$ cat src/design/overtravel_pkg.sv
// Package: register map, field layout, reset values and modes of the overtravel stop logic
`default_nettype none
package overtravel_pkg;
    localparam logic [3:0]  ADDR_FUNC_SEL   = 4'h0;
    localparam logic [3:0]  ADDR_DIR_SEL    = 4'h1;
    localparam logic [3:0]  ADDR_STOP_METH  = 4'h2;
    localparam logic [3:0]  ADDR_PLUG_LIM   = 4'h3;
    localparam logic [3:0]  ADDR_STATUS     = 4'h4;
    localparam logic [3:0]  ADDR_CONTROL    = 4'h5;
    localparam logic [3:0]  ADDR_ERR_CNT    = 4'h6;
    localparam int          FWD_DIS_BIT     = 4;
    localparam int          REV_DIS_BIT     = 8;
    localparam int          DIR_REV_BIT     = 0;
    localparam int          CTRL_LOAD_BIT   = 0;
    localparam int          CTRL_SON_BIT    = 1;
    localparam logic [15:0] FUNC_SEL_RST    = 16'h0000;
    localparam logic [15:0] DIR_SEL_RST     = 16'h0000;
    localparam logic [15:0] STOP_METH_RST   = 16'h0000;
    localparam logic [15:0] PLUG_LIM_RST    = 16'h012c;
    localparam logic [15:0] PLUG_LIM_MAX    = 16'h012c;

    typedef enum logic [2:0] {
        STOP_DB_COAST    = 3'h0,
        STOP_COAST_COAST = 3'h1,
        STOP_DB_PLUG_C   = 3'h2,
        STOP_CO_PLUG_C   = 3'h3,
        STOP_DB_PLUG_Z   = 3'h4,
        STOP_CO_PLUG_Z   = 3'h5
    } stop_method_t;

    typedef enum logic [2:0] {
        ST_RUN       = 3'h0,
        ST_DB        = 3'h1,
        ST_COAST     = 3'h2,
        ST_PLUG      = 3'h3,
        ST_ZERO_CLMP = 3'h4
    } drive_state_t;

    typedef struct packed {
        logic fwd_cmd;
        logic rev_cmd;
    } motion_cmd_t;

    typedef struct packed {
        logic        power_on;
        logic        dyn_brake;
        logic        plug_brake;
        logic        zero_clamp;
        logic [15:0] torque_lim;
        logic        fwd_allow;
        logic        rev_allow;
    } stage_ctl_t;
endpackage
`default_nettype wire

$ cat src/design/overtravel_limit_stop_control.sv
// Overtravel limit detection and stop sequencing for a servo drive
//
// Design decisions made here: the address map and the address-and-strobe port.
`default_nettype none
module overtravel_limit_stop_control #(
    parameter logic [15:0] MOTOR_MAX_TORQUE = 16'h012c,
    parameter int          ERR_W            = 16
) (
    input  wire logic                       clk_i,
    input  wire logic                       rst_i,
    input  wire logic                       forward_limit_input_i,
    input  wire logic                       reverse_limit_input_i,
    input  wire logic                       error_clear_input_i,
    input  wire logic                       pos_mode_i,
    input  wire logic                       motor_stopped_i,
    input  wire overtravel_pkg::motion_cmd_t cmd_i,
    input  wire logic                       err_pulse_i,
    input  wire logic [3:0]                 addr_i,
    input  wire logic [15:0]                wdata_i,
    input  wire logic                       wr_i,
    input  wire logic                       rd_i,
    output logic [15:0]                     rdata_o,
    output overtravel_pkg::stage_ctl_t      stage_o,
    output logic                            overtravel_o
);
    typedef struct packed {
        logic [1:0]                  fwd_sync;
        logic [1:0]                  rev_sync;
        logic [1:0]                  clr_sync;
        logic [15:0]                 func_sel;
        logic [15:0]                 dir_sel;
        logic [15:0]                 stop_meth;
        logic [15:0]                 plug_lim;
        logic                        act_fwd_dis;
        logic                        act_rev_dis;
        logic                        act_dir_rev;
        logic [2:0]                  act_meth;
        logic                        servo_on;
        logic                        servo_on_last;
        overtravel_pkg::drive_state_t state;
        logic [ERR_W-1:0]            err_cnt;
        logic [15:0]                 rdata;
        overtravel_pkg::stage_ctl_t  stage;
        logic                        ot;
    } state_t;

    state_t s_q;
    state_t s_d;

    logic fwd_pin;
    logic rev_pin;
    logic fwd_ot;
    logic rev_ot;
    logic ot_stop;
    logic meth_plug;
    logic meth_zero;
    logic db_at_soff;
    logic [15:0] plug_torque;

    always_comb begin
        // Pin levels only after the second synchroniser stage
        fwd_pin = s_q.fwd_sync[1];
        rev_pin = s_q.rev_sync[1];
        // Clockwise counts as forward in reverse mode: swap which pin guards which command
        if (s_q.act_dir_rev) begin
            fwd_ot = rev_pin & ~s_q.act_rev_dis;
            rev_ot = fwd_pin & ~s_q.act_fwd_dis;
        end else begin
            fwd_ot = fwd_pin & ~s_q.act_fwd_dis;
            rev_ot = rev_pin & ~s_q.act_rev_dis;
        end
        // Stop only when the command pushes into the active limit
        ot_stop = (fwd_ot & cmd_i.fwd_cmd) | (rev_ot & cmd_i.rev_cmd);
        meth_plug = s_q.act_meth >= 3'(overtravel_pkg::STOP_DB_PLUG_C);
        meth_zero = s_q.act_meth >= 3'(overtravel_pkg::STOP_DB_PLUG_Z);
        db_at_soff = (s_q.act_meth == 3'(overtravel_pkg::STOP_DB_COAST))
                   | (s_q.act_meth == 3'(overtravel_pkg::STOP_DB_PLUG_C))
                   | (s_q.act_meth == 3'(overtravel_pkg::STOP_DB_PLUG_Z));
        // Setting above motor rating is clipped, not rejected
        plug_torque = (s_q.plug_lim > MOTOR_MAX_TORQUE) ? MOTOR_MAX_TORQUE
                                                        : s_q.plug_lim;

        s_d = s_q;
        s_d.fwd_sync = {s_q.fwd_sync[0], forward_limit_input_i};
        s_d.rev_sync = {s_q.rev_sync[0], reverse_limit_input_i};
        s_d.clr_sync = {s_q.clr_sync[0], error_clear_input_i};
        s_d.servo_on_last = s_q.servo_on;

        // Register writes
        if (wr_i) begin
            unique case (addr_i)
                overtravel_pkg::ADDR_FUNC_SEL:  s_d.func_sel = wdata_i;
                overtravel_pkg::ADDR_DIR_SEL:   s_d.dir_sel = wdata_i;
                overtravel_pkg::ADDR_STOP_METH: s_d.stop_meth = wdata_i;
                overtravel_pkg::ADDR_PLUG_LIM: begin
                    // Out of range values are ignored
                    if (wdata_i <= overtravel_pkg::PLUG_LIM_MAX) begin
                        s_d.plug_lim = wdata_i;
                    end
                end
                overtravel_pkg::ADDR_CONTROL: begin
                    s_d.servo_on = wdata_i[overtravel_pkg::CTRL_SON_BIT];
                    // Reload stands in for a power cycle; stored values other than the plug limit wait until then
                    if (wdata_i[overtravel_pkg::CTRL_LOAD_BIT]) begin
                        s_d.act_fwd_dis = s_q.func_sel[overtravel_pkg::FWD_DIS_BIT];
                        s_d.act_rev_dis = s_q.func_sel[overtravel_pkg::REV_DIS_BIT];
                        s_d.act_dir_rev = s_q.dir_sel[overtravel_pkg::DIR_REV_BIT];
                        s_d.act_meth = (s_q.stop_meth[3:0] > 4'h5) ? 3'h0
                                                                   : s_q.stop_meth[2:0];
                    end
                end
                default: ;
            endcase
        end

        // Register reads, data one cycle later
        s_d.rdata = 16'h0000;
        if (rd_i) begin
            unique case (addr_i)
                overtravel_pkg::ADDR_FUNC_SEL:  s_d.rdata = s_q.func_sel;
                overtravel_pkg::ADDR_DIR_SEL:   s_d.rdata = s_q.dir_sel;
                overtravel_pkg::ADDR_STOP_METH: s_d.rdata = s_q.stop_meth;
                overtravel_pkg::ADDR_PLUG_LIM:  s_d.rdata = s_q.plug_lim;
                overtravel_pkg::ADDR_STATUS:
                    s_d.rdata = {8'h00, s_q.state, s_q.ot, fwd_ot, rev_ot,
                                 s_q.clr_sync[1], s_q.servo_on};
                overtravel_pkg::ADDR_CONTROL:   s_d.rdata = {14'h0000, s_q.servo_on, 1'b0};
                overtravel_pkg::ADDR_ERR_CNT:   s_d.rdata = 16'(s_q.err_cnt);
                default:                        s_d.rdata = 16'h0000;
            endcase
        end

        // Error pulses pile up in position mode and only the clear input or reset drops them
        if (s_q.clr_sync[1]) begin
            s_d.err_cnt = '0;
        end else if (pos_mode_i && err_pulse_i) begin
            s_d.err_cnt = s_q.err_cnt + ERR_W'(1);
        end

        // Stop sequencing
        unique case (s_q.state)
            overtravel_pkg::ST_RUN: begin
                if (!s_q.servo_on) begin
                    s_d.state = db_at_soff ? overtravel_pkg::ST_DB : overtravel_pkg::ST_COAST;
                end else if (ot_stop) begin
                    s_d.ot = 1'b1;
                    if (meth_plug) begin
                        s_d.state = overtravel_pkg::ST_PLUG;
                    end else if (s_q.act_meth == 3'(overtravel_pkg::STOP_DB_COAST)) begin
                        s_d.state = overtravel_pkg::ST_DB;
                    end else begin
                        s_d.state = overtravel_pkg::ST_COAST;
                    end
                end else begin
                    s_d.ot = 1'b0;
                end
            end
            overtravel_pkg::ST_DB: begin
                if (motor_stopped_i) begin
                    s_d.state = overtravel_pkg::ST_COAST;
                end
            end
            overtravel_pkg::ST_PLUG: begin
                if (!s_q.servo_on) begin
                    s_d.state = db_at_soff ? overtravel_pkg::ST_DB : overtravel_pkg::ST_COAST;
                end else if (motor_stopped_i) begin
                    s_d.state = meth_zero ? overtravel_pkg::ST_ZERO_CLMP
                                          : overtravel_pkg::ST_COAST;
                end
            end
            overtravel_pkg::ST_COAST, overtravel_pkg::ST_ZERO_CLMP: begin
                if (!s_q.servo_on && s_q.state == overtravel_pkg::ST_ZERO_CLMP) begin
                    s_d.state = overtravel_pkg::ST_COAST;
                end else if (s_q.servo_on && !ot_stop
                             && (!s_q.servo_on_last || s_q.ot)) begin
                    // Leave the stop once commands move away or servo comes back
                    s_d.state = overtravel_pkg::ST_RUN;
                    s_d.ot = 1'b0;
                end
            end
            default: s_d.state = overtravel_pkg::ST_COAST;
        endcase

        // Power stage outputs from the state just entered
        s_d.stage.power_on   = (s_d.state == overtravel_pkg::ST_RUN)
                             | (s_d.state == overtravel_pkg::ST_PLUG)
                             | (s_d.state == overtravel_pkg::ST_ZERO_CLMP);
        s_d.stage.dyn_brake  = s_d.state == overtravel_pkg::ST_DB;
        s_d.stage.plug_brake = s_d.state == overtravel_pkg::ST_PLUG;
        s_d.stage.zero_clamp = s_d.state == overtravel_pkg::ST_ZERO_CLMP;
        s_d.stage.torque_lim = (s_d.state == overtravel_pkg::ST_PLUG) ? plug_torque
                                                                      : MOTOR_MAX_TORQUE;
        // Permission follows the limits only, so the far side can back out during a stop
        s_d.stage.fwd_allow  = ~fwd_ot;
        s_d.stage.rev_allow  = ~rev_ot;

        if (rst_i) begin
            s_d = '0;
            s_d.func_sel   = overtravel_pkg::FUNC_SEL_RST;
            s_d.dir_sel    = overtravel_pkg::DIR_SEL_RST;
            s_d.stop_meth  = overtravel_pkg::STOP_METH_RST;
            s_d.plug_lim   = overtravel_pkg::PLUG_LIM_RST;
            s_d.state      = overtravel_pkg::ST_COAST;
        end
    end

    always_ff @(posedge clk_i) begin
        s_q <= s_d;
    end

    assign rdata_o      = s_q.rdata;
    assign stage_o      = s_q.stage;
    assign overtravel_o = s_q.ot;
endmodule
`default_nettype wire

$ cat config.mk
export PLATFORM = sky130hd
export DESIGN_NAME = overtravel_limit_stop_control
export DESIGN_NICKNAME = d
export VERILOG_FILES = /design/src/design/overtravel_pkg.sv /design/src/design/overtravel_limit_stop_control.sv
export SDC_FILE = /design/constraint.sdc
export NUM_CORES = 1
export LEC_CHECK = 0
export ABC_CLOCK_PERIOD_IN_PS = 3900
export CAP_MARGIN = 20
export CORE_AREA = 2 2 101 103
export DETAILED_ROUTE_END_ITERATION = 6
export DIE_AREA = 0 0 103 105
export DONT_BUFFER_PORTS = 1
export PLACE_DENSITY_LB_ADDON = 0.15
export SYNTH_ARGS = -nofsm -noshare
export SYNTH_HDL_FRONTEND = slang
export SYNTH_SLANG_ARGS = --single-unit
$ cat constraint.sdc
create_clock -name clk_i -period 3.9 [get_ports clk_i]
set_input_delay 1.17 -clock clk_i [delete_from_list [all_inputs] [get_ports clk_i]]
set_output_delay 1.17 -clock clk_i [all_outputs]
set_load 0.05 [all_outputs]
Word-level counts from Yosys, hierarchy flattened. Index checks and enable logic that the tools add are counted.

Shift-type cells: 0. Magnitude comparators: 5. $add $sub $neg: 1. Bitwise logic cells: 15. Multiplexer cells: 23. Reductions and logical operators: 24. Equality and inequality tests: 18. Div/mod/pow operators: 0. Multiply operators: 0.

Operators with widths (count): $pmux 16 s7 (1); $mux 3 (9); $mux 9 (2); $add 16x1->16 const B (1); $gt 16x9->1 const B (1); $le 16x9->1 const B (1); $eq 3x2->1 const B (4); $eq 4x3->1 const B (3); $pmux 3 s4 (1); $eq 3x3->1 const B (3); $logic_not 3->1 (3); $eq 4x2->1 const B (2); $reduce_and 2->1 (4); $eq 3x1->1 const B (2); $mux 1 (6); $mux 2 (3); $ne 2x2->1 const B (3); $not 1->1 (6); $reduce_and 3->1 (2); $reduce_or 2->1 (3); $or 1x1->1 (5); $and 1x1->1 (4); $eq 4x1->1 const B (1); $gt 4x3->1 const B (1); other kinds (10) (15).

Input port bits: 32. Bits in read-only memories: 0. Memory bits (writable): 0. Output and inout bits: 39. Latch bits: 0. Register bits: 136. Memories: 0.

Longest topological paths before layout. Gate-level depths: netlist (run 1).

Depth in word-level cells: 14. Depth in mapped cells: 8. Gate-level depth less buffers: 6.

Least setup slack after synthesis (run 1). OpenSTA, ideal clock, no wires.

Path type: input-to-reg. From: in addr_i[1]. To: reg s_q[119] in the netlist's numbering. Stages: 7. Path slack: 1.377 ns. Setup time: 0.070 ns. Arrival time: 2.453 ns. Cells stage by stage: buf_2 > nor4_2 > and2_0 > clkbuf_2 > buf_2 > nand2_1 > a21oi_1.

Longest elaborated chain between the ends: 2.

RTL lines: start, declared (line overtravel_limit_stop_control.sv:18) `input wire logic [3:0] addr_i,`; $logic_not 4->1 (line overtravel_limit_stop_control.sv:91) `unique case (addr_i)`; $reduce_and 2->1 (no line); end signal, assigned (line overtravel_limit_stop_control.sv:208) `s_q <= s_d;`; end, declared (line overtravel_limit_stop_control.sv:47) `state_t s_q;`.

Every way passes these cells. A chain may end at the register's enable or synchronous reset.

Final worst setup path (run 1).
From: in addr_i[3]. To: reg s_q[78] in the netlist's numbering.

Longest elaborated chain between the ends: 2.

RTL lines (line): $eq 4x2->1 (overtravel_limit_stop_control.sv:91); $reduce_and 3->1 (no line).

Every way passes these cells.

==> impl_metrics.json, run 1 <==
{
  "outcome": "finished, final reports clean",
  "crit_required_ps": 4290,
  "hpwlAfterDp_mm": 9.14,
  "slowest_delay_ps": 560,
  "p_clk_share_pct": 45.6,
  "ys.flop_type": "dfxtp_1",
  "ios": 71,
  "crit_slowest_cell": "and3_1",
  "yosysWarnings": 0,
  "netlist_instances": 650,
  "path_cells": "nor2_1, and3_1, nand3_1, nor2_1, nor3b_1",
  "power.density_nw_per_um2": 513,
  "grt_pass1_vias": 4036,
  "layout_worst_path_cycle_share_pct": 64.7,
  "hold_viol": 0,
  "rsz0062_at_grt": "no",
  "synth_edf_count": 0,
  "totalWireLength_mm": 13.5,
  "routedLengthMet1_mm": 6.15,
  "synth_compound_area_share_pct": 18.5,
  "cts_tree": "built",
  "cpMostUsedCell": "nor2_1",
  "yosysSeqAreaShare_pct": 48.0,
  "die_w_um": 103,
  "finalMaxSlewViolations": 0,
  "async_reset_ff_share_pct": 0,
  "synth_cell_type_count": 69,
  "nets": 636,
  "critical_path_class": "in2reg",
  "routedWlPerCell_um": 18.0,
  "cp_max_fo": 15,
  "drc_errors": 0,
  "post-cts-setup-buffer-count": 0,
  "layout-drive-gt1-share_pct": 8.32,
  "finalInstanceArea_um2": 5960,
  "synthXorXnorAreaFrac_pct": 1.54,
  "cp-start-kind": "input port",
  "p_sw_w": 0.000742,
  "path_clk_slew_ps": 60,
  "area_growth_pct": 5.01,
  "vias": 4444,
  "synth-seq-cells": 136,
  "synth-simple-area-share_pct": 20.7,
  "num_rows": 36,
  "core_um2": 9640,
  "cts_hold_buffers": 0,
  "p_seq_share_pct": 49.1,
  "netlist_area_um2": 5670,
  "first_pass_iters": 6,
  "viasPerCell": 5.96,
  "p_leak_nw": 2.02,
  "max_slew_margin_pct": 39.3,
  "top_layer": "met4",
  "setup_viol": 0,
  "met3_length_mm": 1.15,
  "cp_top_family": "simple AND/OR/NAND/NOR gates",
  "ir_drop_v": 0.000262,
  "grt_max_degree": 90,
  "grt_usage_pct": 26.0,
  "path_buf_inv": 0,
  "io_buffers": 0,
  "diodes": 0,
  "grt_overflow": 0,
  "drv_cap": 0,
  "clockBufferDepth": 2,
  "muxShareOfSynthArea_pct": 2.36,
  "htreeDepth": 4,
  "cts.sinks": 136,
  "met2WireLength_mm": 6.02,
  "drtIter0Drc": 514,
  "die_h_um": 105,
  "min_period_ps": 2520,
  "postRouteAntennaNets": 0,
  "cts_made_buffers": 17,
  "worstMarginPinSlew_ps": 904,
  "dpl_cell_area_um2": 5450,
  "max_freq_mhz": 396,
  "switching_share_pct": 24.3,
  "fin_skew_ps": 6.37,
  "cts_resized": 0,
  "clockRootBuffer": "clkbuf_8",
  "intPower_w": 0.00231,
  "cp-end-kind": "register",
  "gp_congestion": 0.861,
  "antenna_found_initial": 0,
  "synth_top_family_by_area": "simple AND/OR/NAND/NOR gates",
  "grt_pass1_wl_mm": 21.5,
  "hold_path_class": "reg2reg",
  "crit_arrival_ps": 2920,
  "postSynthAreaPerCell_um2": 8.73,
  "initial_core_util_pct": 58.9,
  "synth-adder-area-share_pct": 0.397,
  "fin_setup_tns_ps": 0,
  "p_comb_share_pct": 5.2,
  "clock_latency_ps": 530,
  "fp.dieArea_um2": 10800
}
[path summary, 6_finish.rpt]
path / from / end / slack, ps / cells after the start
max: addr_i[3] / s_q[78]$_SDFFE_PP0P_ / 1380 / 5
min: s_q[117]$_SDFFE_PP0P_ / s_q[117]$_SDFFE_PP0P_ / 450 / 2
max reg2reg: s_q[57]$_SDFF_PP0_ / stage_o[8]$_SDFF_PP0_ / 1870 / 6
min reg2reg: s_q[117]$_SDFFE_PP0P_ / s_q[117]$_SDFFE_PP0P_ / 450 / 2
[area by class of cell]
type / count / area [um^2]
inverter: 9 / 33.8
multi-input combinational: 435 / 2500
tap: 133 / 166
timing repair buffer: 4 / 30.0
sequential: 136 / 2720
clock buffer: 20 / 425
clock inverter: 9 / 81.3
fill: 841 / 3680
[cell families (layout without fill, tap and decap cells)]
group | after synthesis | after routing
xor+xnor | 10 | 10
fa+ha+maj | 2 | 2
other cells | 1 | 7
compound gates | 163 | 163
buf+inv | 85 | 42
mux | 12 | 12
simple gates | 241 | 241
flops | 136 | 136
[through the flow]
stage                     worst slack (ps)  utilization [%]  total power [W]  hold WS (ps)  std cells
final                                 1380             61.8          0.00306           450        746
after floorplan                       1380                -          0.00169           414        656
after detailed placement               871             56.6          0.00169           441        717
after global placement                1000             56.6          0.00168           419        717
after CTS                             1420             61.8          0.00307           448        746
after global routing                  1250             61.8          0.00316           468        746
[layer usage]
layer	vias up	global-route usage, %
met5	-	0
met4	0	6.77
met3	14	8.96
met2	168	36.9
met1	2134	37.5
li1	2128	-
[worst min-delay path: cells and delay by family, from the launching register on]
family | cells | cell delay (ps)
compound gates | 1 | 50
simple gates | 1 | 50
flops | 1 | 300
[power groups by stage]
| stage | clock network (W) | logic, W | registers, W |
|---|---|---|---|
| 2_1_floorplan | 0 | 0.000229 | 0.00146 |
| 3_3_place_gp | 0 | 0.000154 | 0.00153 |
| 3_5_place_dp | 0 | 0.000158 | 0.00153 |
| 4_1_cts | 0.00141 | 0.000159 | 0.00150 |
| 5_1_grt | 0.00148 | 0.000179 | 0.00151 |
| 6_report | 0.00139 | 0.000160 | 0.00150 |
[synth_stat cells (3+ instances only)]
master	n	area share, %
clkbuf_1	26	1.7
mux2i_1	10	1.8
nand3_1	22	1.9
nor2_1	36	2.4
o21a_1	3	0.40
and3_1	7	0.77
dfxtp_1	136	48
nand4_1	5	0.55
inv_1	8	0.53
and2_1	3	0.33
a31oi_1	6	0.66
or3_1	6	0.66
o21ai_0	17	1.5
and4b_1	3	0.53
nor2b_1	7	0.77
xor2_1	9	1.4
a222oi_1	10	1.8
or2_2	3	0.33
a22oi_1	23	3.0
nand2_1	118	7.8
buf_2	10	0.88
buf_4	38	5.0
nor3b_1	7	0.93
nand2b_1	6	0.66
a21oi_1	81	7.1
[cells in the final DEF (no fill, tap or decap), drive strengths merged, types with 5 or more instances in the layout]
cell	instances
nor3b	7
a222oi	10
nand4	5
xor2	9
mux2i	10
a21oi	82
conb	7
or3	6
o21ai	18
nand2	118
nand3	22
and3	7
inv	9
and2	5
nor2b	7
nand2b	7
clkinv	5
dfxtp	136
nor2	36
clkbuf	20
a31oi	6
a22oi	23
[registers in the layout, summed over array words and instances, names as in the netlist]
name and count:
fwd_pin 1, stage_o 22, rev_pin 1, overtravel_o 1, s_q 95, rdata_o 16
No activity file was read; power rests on OpenSTA's default activity.
==> run 2, diff against run 1 <==
--- a/config.mk
+++ b/config.mk
@@ -5,11 +5,11 @@
 export SDC_FILE = /design/constraint.sdc
 export NUM_CORES = 1
 export LEC_CHECK = 0
-export ABC_CLOCK_PERIOD_IN_PS = 3900
+export ABC_CLOCK_PERIOD_IN_PS = 2200
 export CAP_MARGIN = 20
-export CORE_AREA = 2 2 101 103
+export CORE_AREA = 2 2 103 105
 export DETAILED_ROUTE_END_ITERATION = 6
-export DIE_AREA = 0 0 103 105
+export DIE_AREA = 0 0 105 107
 export DONT_BUFFER_PORTS = 1
 export PLACE_DENSITY_LB_ADDON = 0.15
 export SYNTH_ARGS = -nofsm -noshare
==> constraint.sdc (replaced) <==
create_clock -name clk_i -period 2.2 [get_ports clk_i]
set_input_delay 0.66 -clock clk_i [delete_from_list [all_inputs] [get_ports clk_i]]
set_output_delay 0.66 -clock clk_i [all_outputs]
set_load 0.05 [all_outputs]
==> run 2 against run 1 <==
Clock skew barely moved; setup slack worse by 1200 ps; combinational power up 95%; global-route usage down 0.85 points; via count grew 1.4%; count of clock-buffer cells in the layout increased by 2; non-clock buffer count up 20; sequential share of layout area is 1.9 points lower; wire length rose by 1.8%; hold slack worse by 240 ps; total power rose by 95%; highest routed layer unchanged.
==> impl_metrics.json, run 2 (synthesized netlist as in run 1, its figures left out) <==
{
  "cts.sinks": 136,
  "grt_overflow": 0,
  "grt_max_degree": 90,
  "htreeDepth": 4,
  "clockRootBuffer": "clkbuf_8",
  "nets": 656,
  "diodes": 0,
  "cp-end-kind": "register",
  "mostFrequentLayoutCells": "dfxtp_1, nand2_1, a21oi_1",
  "grt_pass1_vias": 4205,
  "fin_setup_tns_ps": 0,
  "clockBufferDepth": 2,
  "path_clk_slew_ps": 60,
  "routedWlPerCell_um": 17.8,
  "post-cts-setup-buffer-count": 0,
  "outcome": "finished, final reports clean",
  "vias": 4506,
  "switching_share_pct": 22.4,
  "antenna_found_initial": 0,
  "largest_register_ff_count": 95,
  "finalMaxSlewViolations": 0,
  "layout_worst_path_cycle_share_pct": 91.6,
  "die_w_um": 105,
  "intPower_w": 0.00463,
  "setup_ws_ps": 184,
  "regMostFlops": "s_q",
  "fin_skew_ps": 6.41,
  "viasPerCell": 5.84,
  "cp_max_fo": 6,
  "postRouteAntennaNets": 0,
  "ios": 71,
  "regArea_um2": 2720,
  "hold_viol": 0,
  "instances_no_fill": 771,
  "cts_hold_buffers": 0,
  "layout-drive-gt1-share_pct": 11.3,
  "totalWireLength_mm": 13.7,
  "crit_arrival_ps": 2420,
  "die_h_um": 107,
  "num_rows": 37,
  "p_clk_share_pct": 50.1,
  "ir_drop_v": 0.000463,
  "critical_path_class": "reg2reg",
  "cts_resized": 0,
  "drc_errors": 0,
  "clock_latency_ps": 520,
  "worstMarginPinSlew_ps": 565,
  "dp_slack_ps": 200,
  "fp.dieArea_um2": 11200,
  "setup_viol": 0,
  "first_pass_iters": 7,
  "hpwlAfterDp_mm": 9.71,
  "p_sw_w": 0.00133,
  "initial_core_util_pct": 56.2,
  "power_w": 0.00596,
  "cts_tree": "built",
  "utilization_pct": 61.6,
  "gp_congestion": 0.936,
  "final_common_cell": "dfxtp_1",
  "max_freq_mhz": 496,
  "min_period_ps": 2020,
  "drv_cap": 0,
  "power.density_nw_per_um2": 958,
  "cts_made_buffers": 17,
  "area_growth_pct": 9.64,
  "drtIter0Drc": 411,
  "p_seq_share_pct": 44.6,
  "grt_pass1_wl_mm": 22.1,
  "max_slew_margin_pct": 62.3,
  "grt_usage_pct": 25.1,
  "n_fill_cell": 870,
  "crit_required_ps": 2600,
  "cp-start-kind": "register",
  "multi_input_area_um2": 2500,
  "p_leak_nw": 2.18,
  "placed_cells": 740,
  "hold_path_class": "in2reg",
  "core_um2": 10100,
  "rrSetupSlack_ps": 180,
  "rsz0062_at_grt": "no",
  "p_comb_share_pct": 5.2,
  "io_buffers": 0
}
## run 2: cell types whose count changed in the layout (fill, tap and decap cells not counted), sizes merged
cell,previous run,this run
clkinv,5,3
clkbuf,20,22
buf,4,24
clkinvlp,3,1
bufinv,1,5
## run 2: worst paths after layout
path | end | cells after the start | startpoint
worst max-delay path | stage_o[3]$_SDFF_PP0_ | 5 | s_q[78]$_SDFFE_PP0P_
worst max register to register | stage_o[3]$_SDFF_PP0_ | 5 | s_q[78]$_SDFFE_PP0P_
worst min-delay path | s_q[58]$_SDFF_PP0_ | 1 | rst_i
worst min register to register | fwd_pin$_SDFF_PP0_ | 1 | s_q[134]$_SDFF_PP0_
## run 2: cell type report
class | instances | share of cell area [%]
Clock buffer | 22 | 7.12
Clock inverter | 9 | 2.78
Inverter | 9 | 0.543
Multi-Input combinational cell | 435 | 40.2
Sequential cell | 136 | 43.8
Tap cell | 136 | 2.74
Timing Repair Buffer | 24 | 2.90
## run 2: power by group through the flow
stage / Combinational [W] / Sequential (W) / Clock (W)
after floorplan: 0.000407 / 0.00259 / 0
after global placement: 0.000297 / 0.00271 / 0
after detailed placement: 0.000304 / 0.00271 / 0
after CTS: 0.000310 / 0.00266 / 0.00303
after global routing: 0.000343 / 0.00266 / 0.00314
final: 0.000312 / 0.00266 / 0.00299
## run 2: routing by layer
metal	global-route usage, %	wire [um]
met3	6.81	1210
met1	35.4	6130
met4	8.67	218
met5	0	0
met2	37.1	6130
## run 2: worst max-delay path, stage by stage, from the launching register on
cell	delay, ps
dfxtp_1	330
or4_4	550
nor4_4	270
o2111ai_2	220
a21oi_4	230
nor4b_1	300
## run 2: through the flow
step                      hold WS (ps)  cell area [um^2]
after floorplan                    414              5700
after global placement             421              5610
after detailed placement           430              5610
after CTS                          186              6220
after global routing               195              6220
final                              212              6220
==> run 3, diff against run 2 <==
--- a/config.mk
+++ b/config.mk
@@ -5,13 +5,15 @@
 export SDC_FILE = /design/constraint.sdc
 export NUM_CORES = 1
 export LEC_CHECK = 0
+export ABC_AREA = 1
 export ABC_CLOCK_PERIOD_IN_PS = 2200
 export CAP_MARGIN = 20
-export CORE_AREA = 2 2 103 105
+export CORE_AREA = 2 2 105 107
 export DETAILED_ROUTE_END_ITERATION = 6
-export DIE_AREA = 0 0 105 107
+export DIE_AREA = 0 0 107 109
 export DONT_BUFFER_PORTS = 1
 export PLACE_DENSITY_LB_ADDON = 0.15
+export SLEW_MARGIN = 10
 export SYNTH_ARGS = -nofsm -noshare
 export SYNTH_HDL_FRONTEND = slang
 export SYNTH_SLANG_ARGS = --single-unit
==> run 3 against run 2 <==
Register-to-register slack better by 300 ps; hold slack worse by 6.7 ps; critical path depth down 5; critical path type is now reg2out; highest routed layer unchanged.
==> impl_metrics.json, run 3 <==
{
  "outcome": "finished, final reports clean",
  "num_rows": 38,
  "yosysWarnings": 0,
  "core_um2": 10600,
  "synth_compound_area_share_pct": 19.1,
  "final_common_cell": "dfxtp_1",
  "initial_core_util_pct": 54.9,
  "synth-simple-area-share_pct": 18.2,
  "regMostFlops": "s_q",
  "layout_worst_path_cycle_share_pct": 84.3,
  "clockBufferDepth": 2,
  "critical_path_class": "reg2out",
  "synth_top_family_by_area": "compound AO/OA/AOI/OAI gates",
  "yosysSeqAreaShare_pct": 46.8,
  "clockRootBuffer": "clkbuf_8",
  "postSynthAreaPerCell_um2": 7.89,
  "largest_register_ff_count": 95,
  "hold_viol": 0,
  "ys.flop_type": "dfxtp_1",
  "die_h_um": 109,
  "fin_skew_ps": 5.22,
  "synth_top_area_share_pct": 46.8,
  "fin_setup_tns_ps": 0,
  "min_period_ps": 1850,
  "cts_made_buffers": 17,
  "p_leak_nw": 2.38,
  "mostFrequentLayoutCells": "dfxtp_1, inv_1, nand2_1, a21oi_1, nor2_1",
  "layout-drive-gt1-share_pct": 11.5,
  "clock_latency_ps": 520,
  "finalInstanceArea_um2": 6270,
  "hpwlAfterDp_mm": 10.1,
  "diodes": 0,
  "antenna_found_initial": 0,
  "cts_resized": 0,
  "area_growth_pct": 7.79,
  "fp.dieArea_um2": 11700,
  "async_reset_ff_share_pct": 0,
  "drc_errors": 0,
  "setup_viol": 0,
  "synth-adder-area-share_pct": 0.215,
  "max_freq_mhz": 539,
  "synth_cell_type_count": 45,
  "die_w_um": 107,
  "grt_overflow": 0,
  "cp_max_fo": 1,
  "synth_common_cells": "dfxtp_1, inv_1, a21oi_1, nand2_1, nor2_1",
  "crit_required_ps": 1540,
  "cp-end-kind": "primary output",
  "cp-start-kind": "register",
  "dp_slack_ps": 187,
  "ios": 71,
  "routedWlPerCell_um": 16.7,
  "setup_ws_ps": 345,
  "power_w": 0.00598,
  "worstMarginPinSlew_ps": 765,
  "regArea_um2": 2720,
  "synth_edf_count": 0,
  "post-cts-setup-buffer-count": 0,
  "grt_pass1_vias": 4586,
  "whs_ps": 205,
  "rsz0062_at_grt": "no",
  "grt_usage_pct": 26.2,
  "viasPerCell": 5.50,
  "dpl_cell_area_um2": 5670,
  "nets": 741,
  "muxShareOfSynthArea_pct": 0,
  "path_clk_slew_ps": 60,
  "htreeDepth": 4,
  "hold_path_class": "in2reg",
  "totalWireLength_mm": 14.4,
  "gp_congestion": 0.889,
  "grt_max_degree": 56,
  "ir_drop_v": 0.000560,
  "power.density_nw_per_um2": 954,
  "drv_cap": 0,
  "n_fill_cell": 935,
  "synth_top_area_cell": "dfxtp_1",
  "synth_most_common_cell": "dfxtp_1",
  "cts_tree": "built",
  "drtIter0Drc": 390,
  "synth_area_leaders": "dfxtp_1, inv_1, a21oi_1, buf_4, nand2_1",
  "first_pass_iters": 5,
  "netlist_area_um2": 5820,
  "multi_input_area_um2": 2230,
  "netlist_instances": 737,
  "synthXorXnorAreaFrac_pct": 0.301,
  "cts_hold_buffers": 0,
  "postRouteAntennaNets": 0,
  "grt_pass1_wl_mm": 23.1,
  "cts.sinks": 136,
  "max_slew_margin_pct": 48.9,
  "synth-seq-cells": 136,
  "crit_arrival_ps": 1190,
  "vias": 4736,
  "finalMaxSlewViolations": 0,
  "io_buffers": 0
}
## run 3: cell types whose count changed after synthesis, sizes merged, moves of 25 or more
| cell | delta |
|---|---|
| inv | +102 |
| o21ai | +39 |
| nor2 | +34 |
| nand2 | -30 |
| nand3 | +30 |
| o22ai | +25 |
## run 3: worst register-to-register path: stages, from the launching register on
cell and delay, ps:
dfxtp_1 500, inv_1 220, a21oi_1 180, nand3_1 140, nand2_1 90, nand2_1 50, nand2_1 100, nand3_4 130
nand4_4 150, nor2_1 50
## run 3: cell families after synthesis
| kind of cell | after synthesis |
|---|---|
| buffers and inverters | 180 |
| AND/OR/NAND/NOR | 226 |
| XOR/XNOR | 2 |
| flip-flops | 136 |
| adder cells (fa/ha/maj) | 1 |
| other | 1 |
| AO/OA/AOI/OAI | 191 |
## run 3: layout make-up
class	instances	share of cell area, %
Sequential cell	136	43.4
Multi-Input combinational cell	427	35.5
Clock buffer	19	6.88
Inverter	112	6.77
Tap cell	140	2.79
Clock inverter	13	2.71
Timing Repair Buffer	14	1.88
## run 3: worst paths after layout
kind / startpoint / end / slack, ps / depth (start not counted)
setup / recovery: rdata_o[10]$_SDFF_PP0_ / rdata_o[10] / 350 / 0
setup reg to reg: s_q[59]$_SDFFE_PP0P_ / stage_o[6]$_SDFF_PP0_ / 480 / 9
hold reg to reg: s_q[134]$_SDFF_PP0_ / fwd_pin$_SDFF_PP0_ / 400 / 2
hold / removal: rst_i / s_q[57]$_SDFF_PP0_ / 210 / 1
## run 3: stage by stage
step | instances | util, %
finish | 861 | 59.1
global route | 861 | 59.1
CTS | 861 | 59.1
detailed placement | 829 | 53.5
global placement | 829 | 53.5
floorplan | 743 | -
## run 3: power breakdown
group | total (W) | leakage, nW | switching (W) | internal, W
sequential | 0.00270 | 1.10 | 0.000160 | 0.00254
clock | 0.00287 | 0.274 | 0.00110 | 0.00177
combinational | 0.000411 | 1.00 | 0.000284 | 0.000127
## run 3: routing by layer
metal	wire [um]	part of all wire (%)	global-route usage [%]	vias up
met5	0	0	0	-
met4	444	3.1	11.7	0
met2	7190	50	45.0	173
met1	5700	40	30.7	2189
met3	1040	7.2	7.05	34
li1	-	-	-	2340
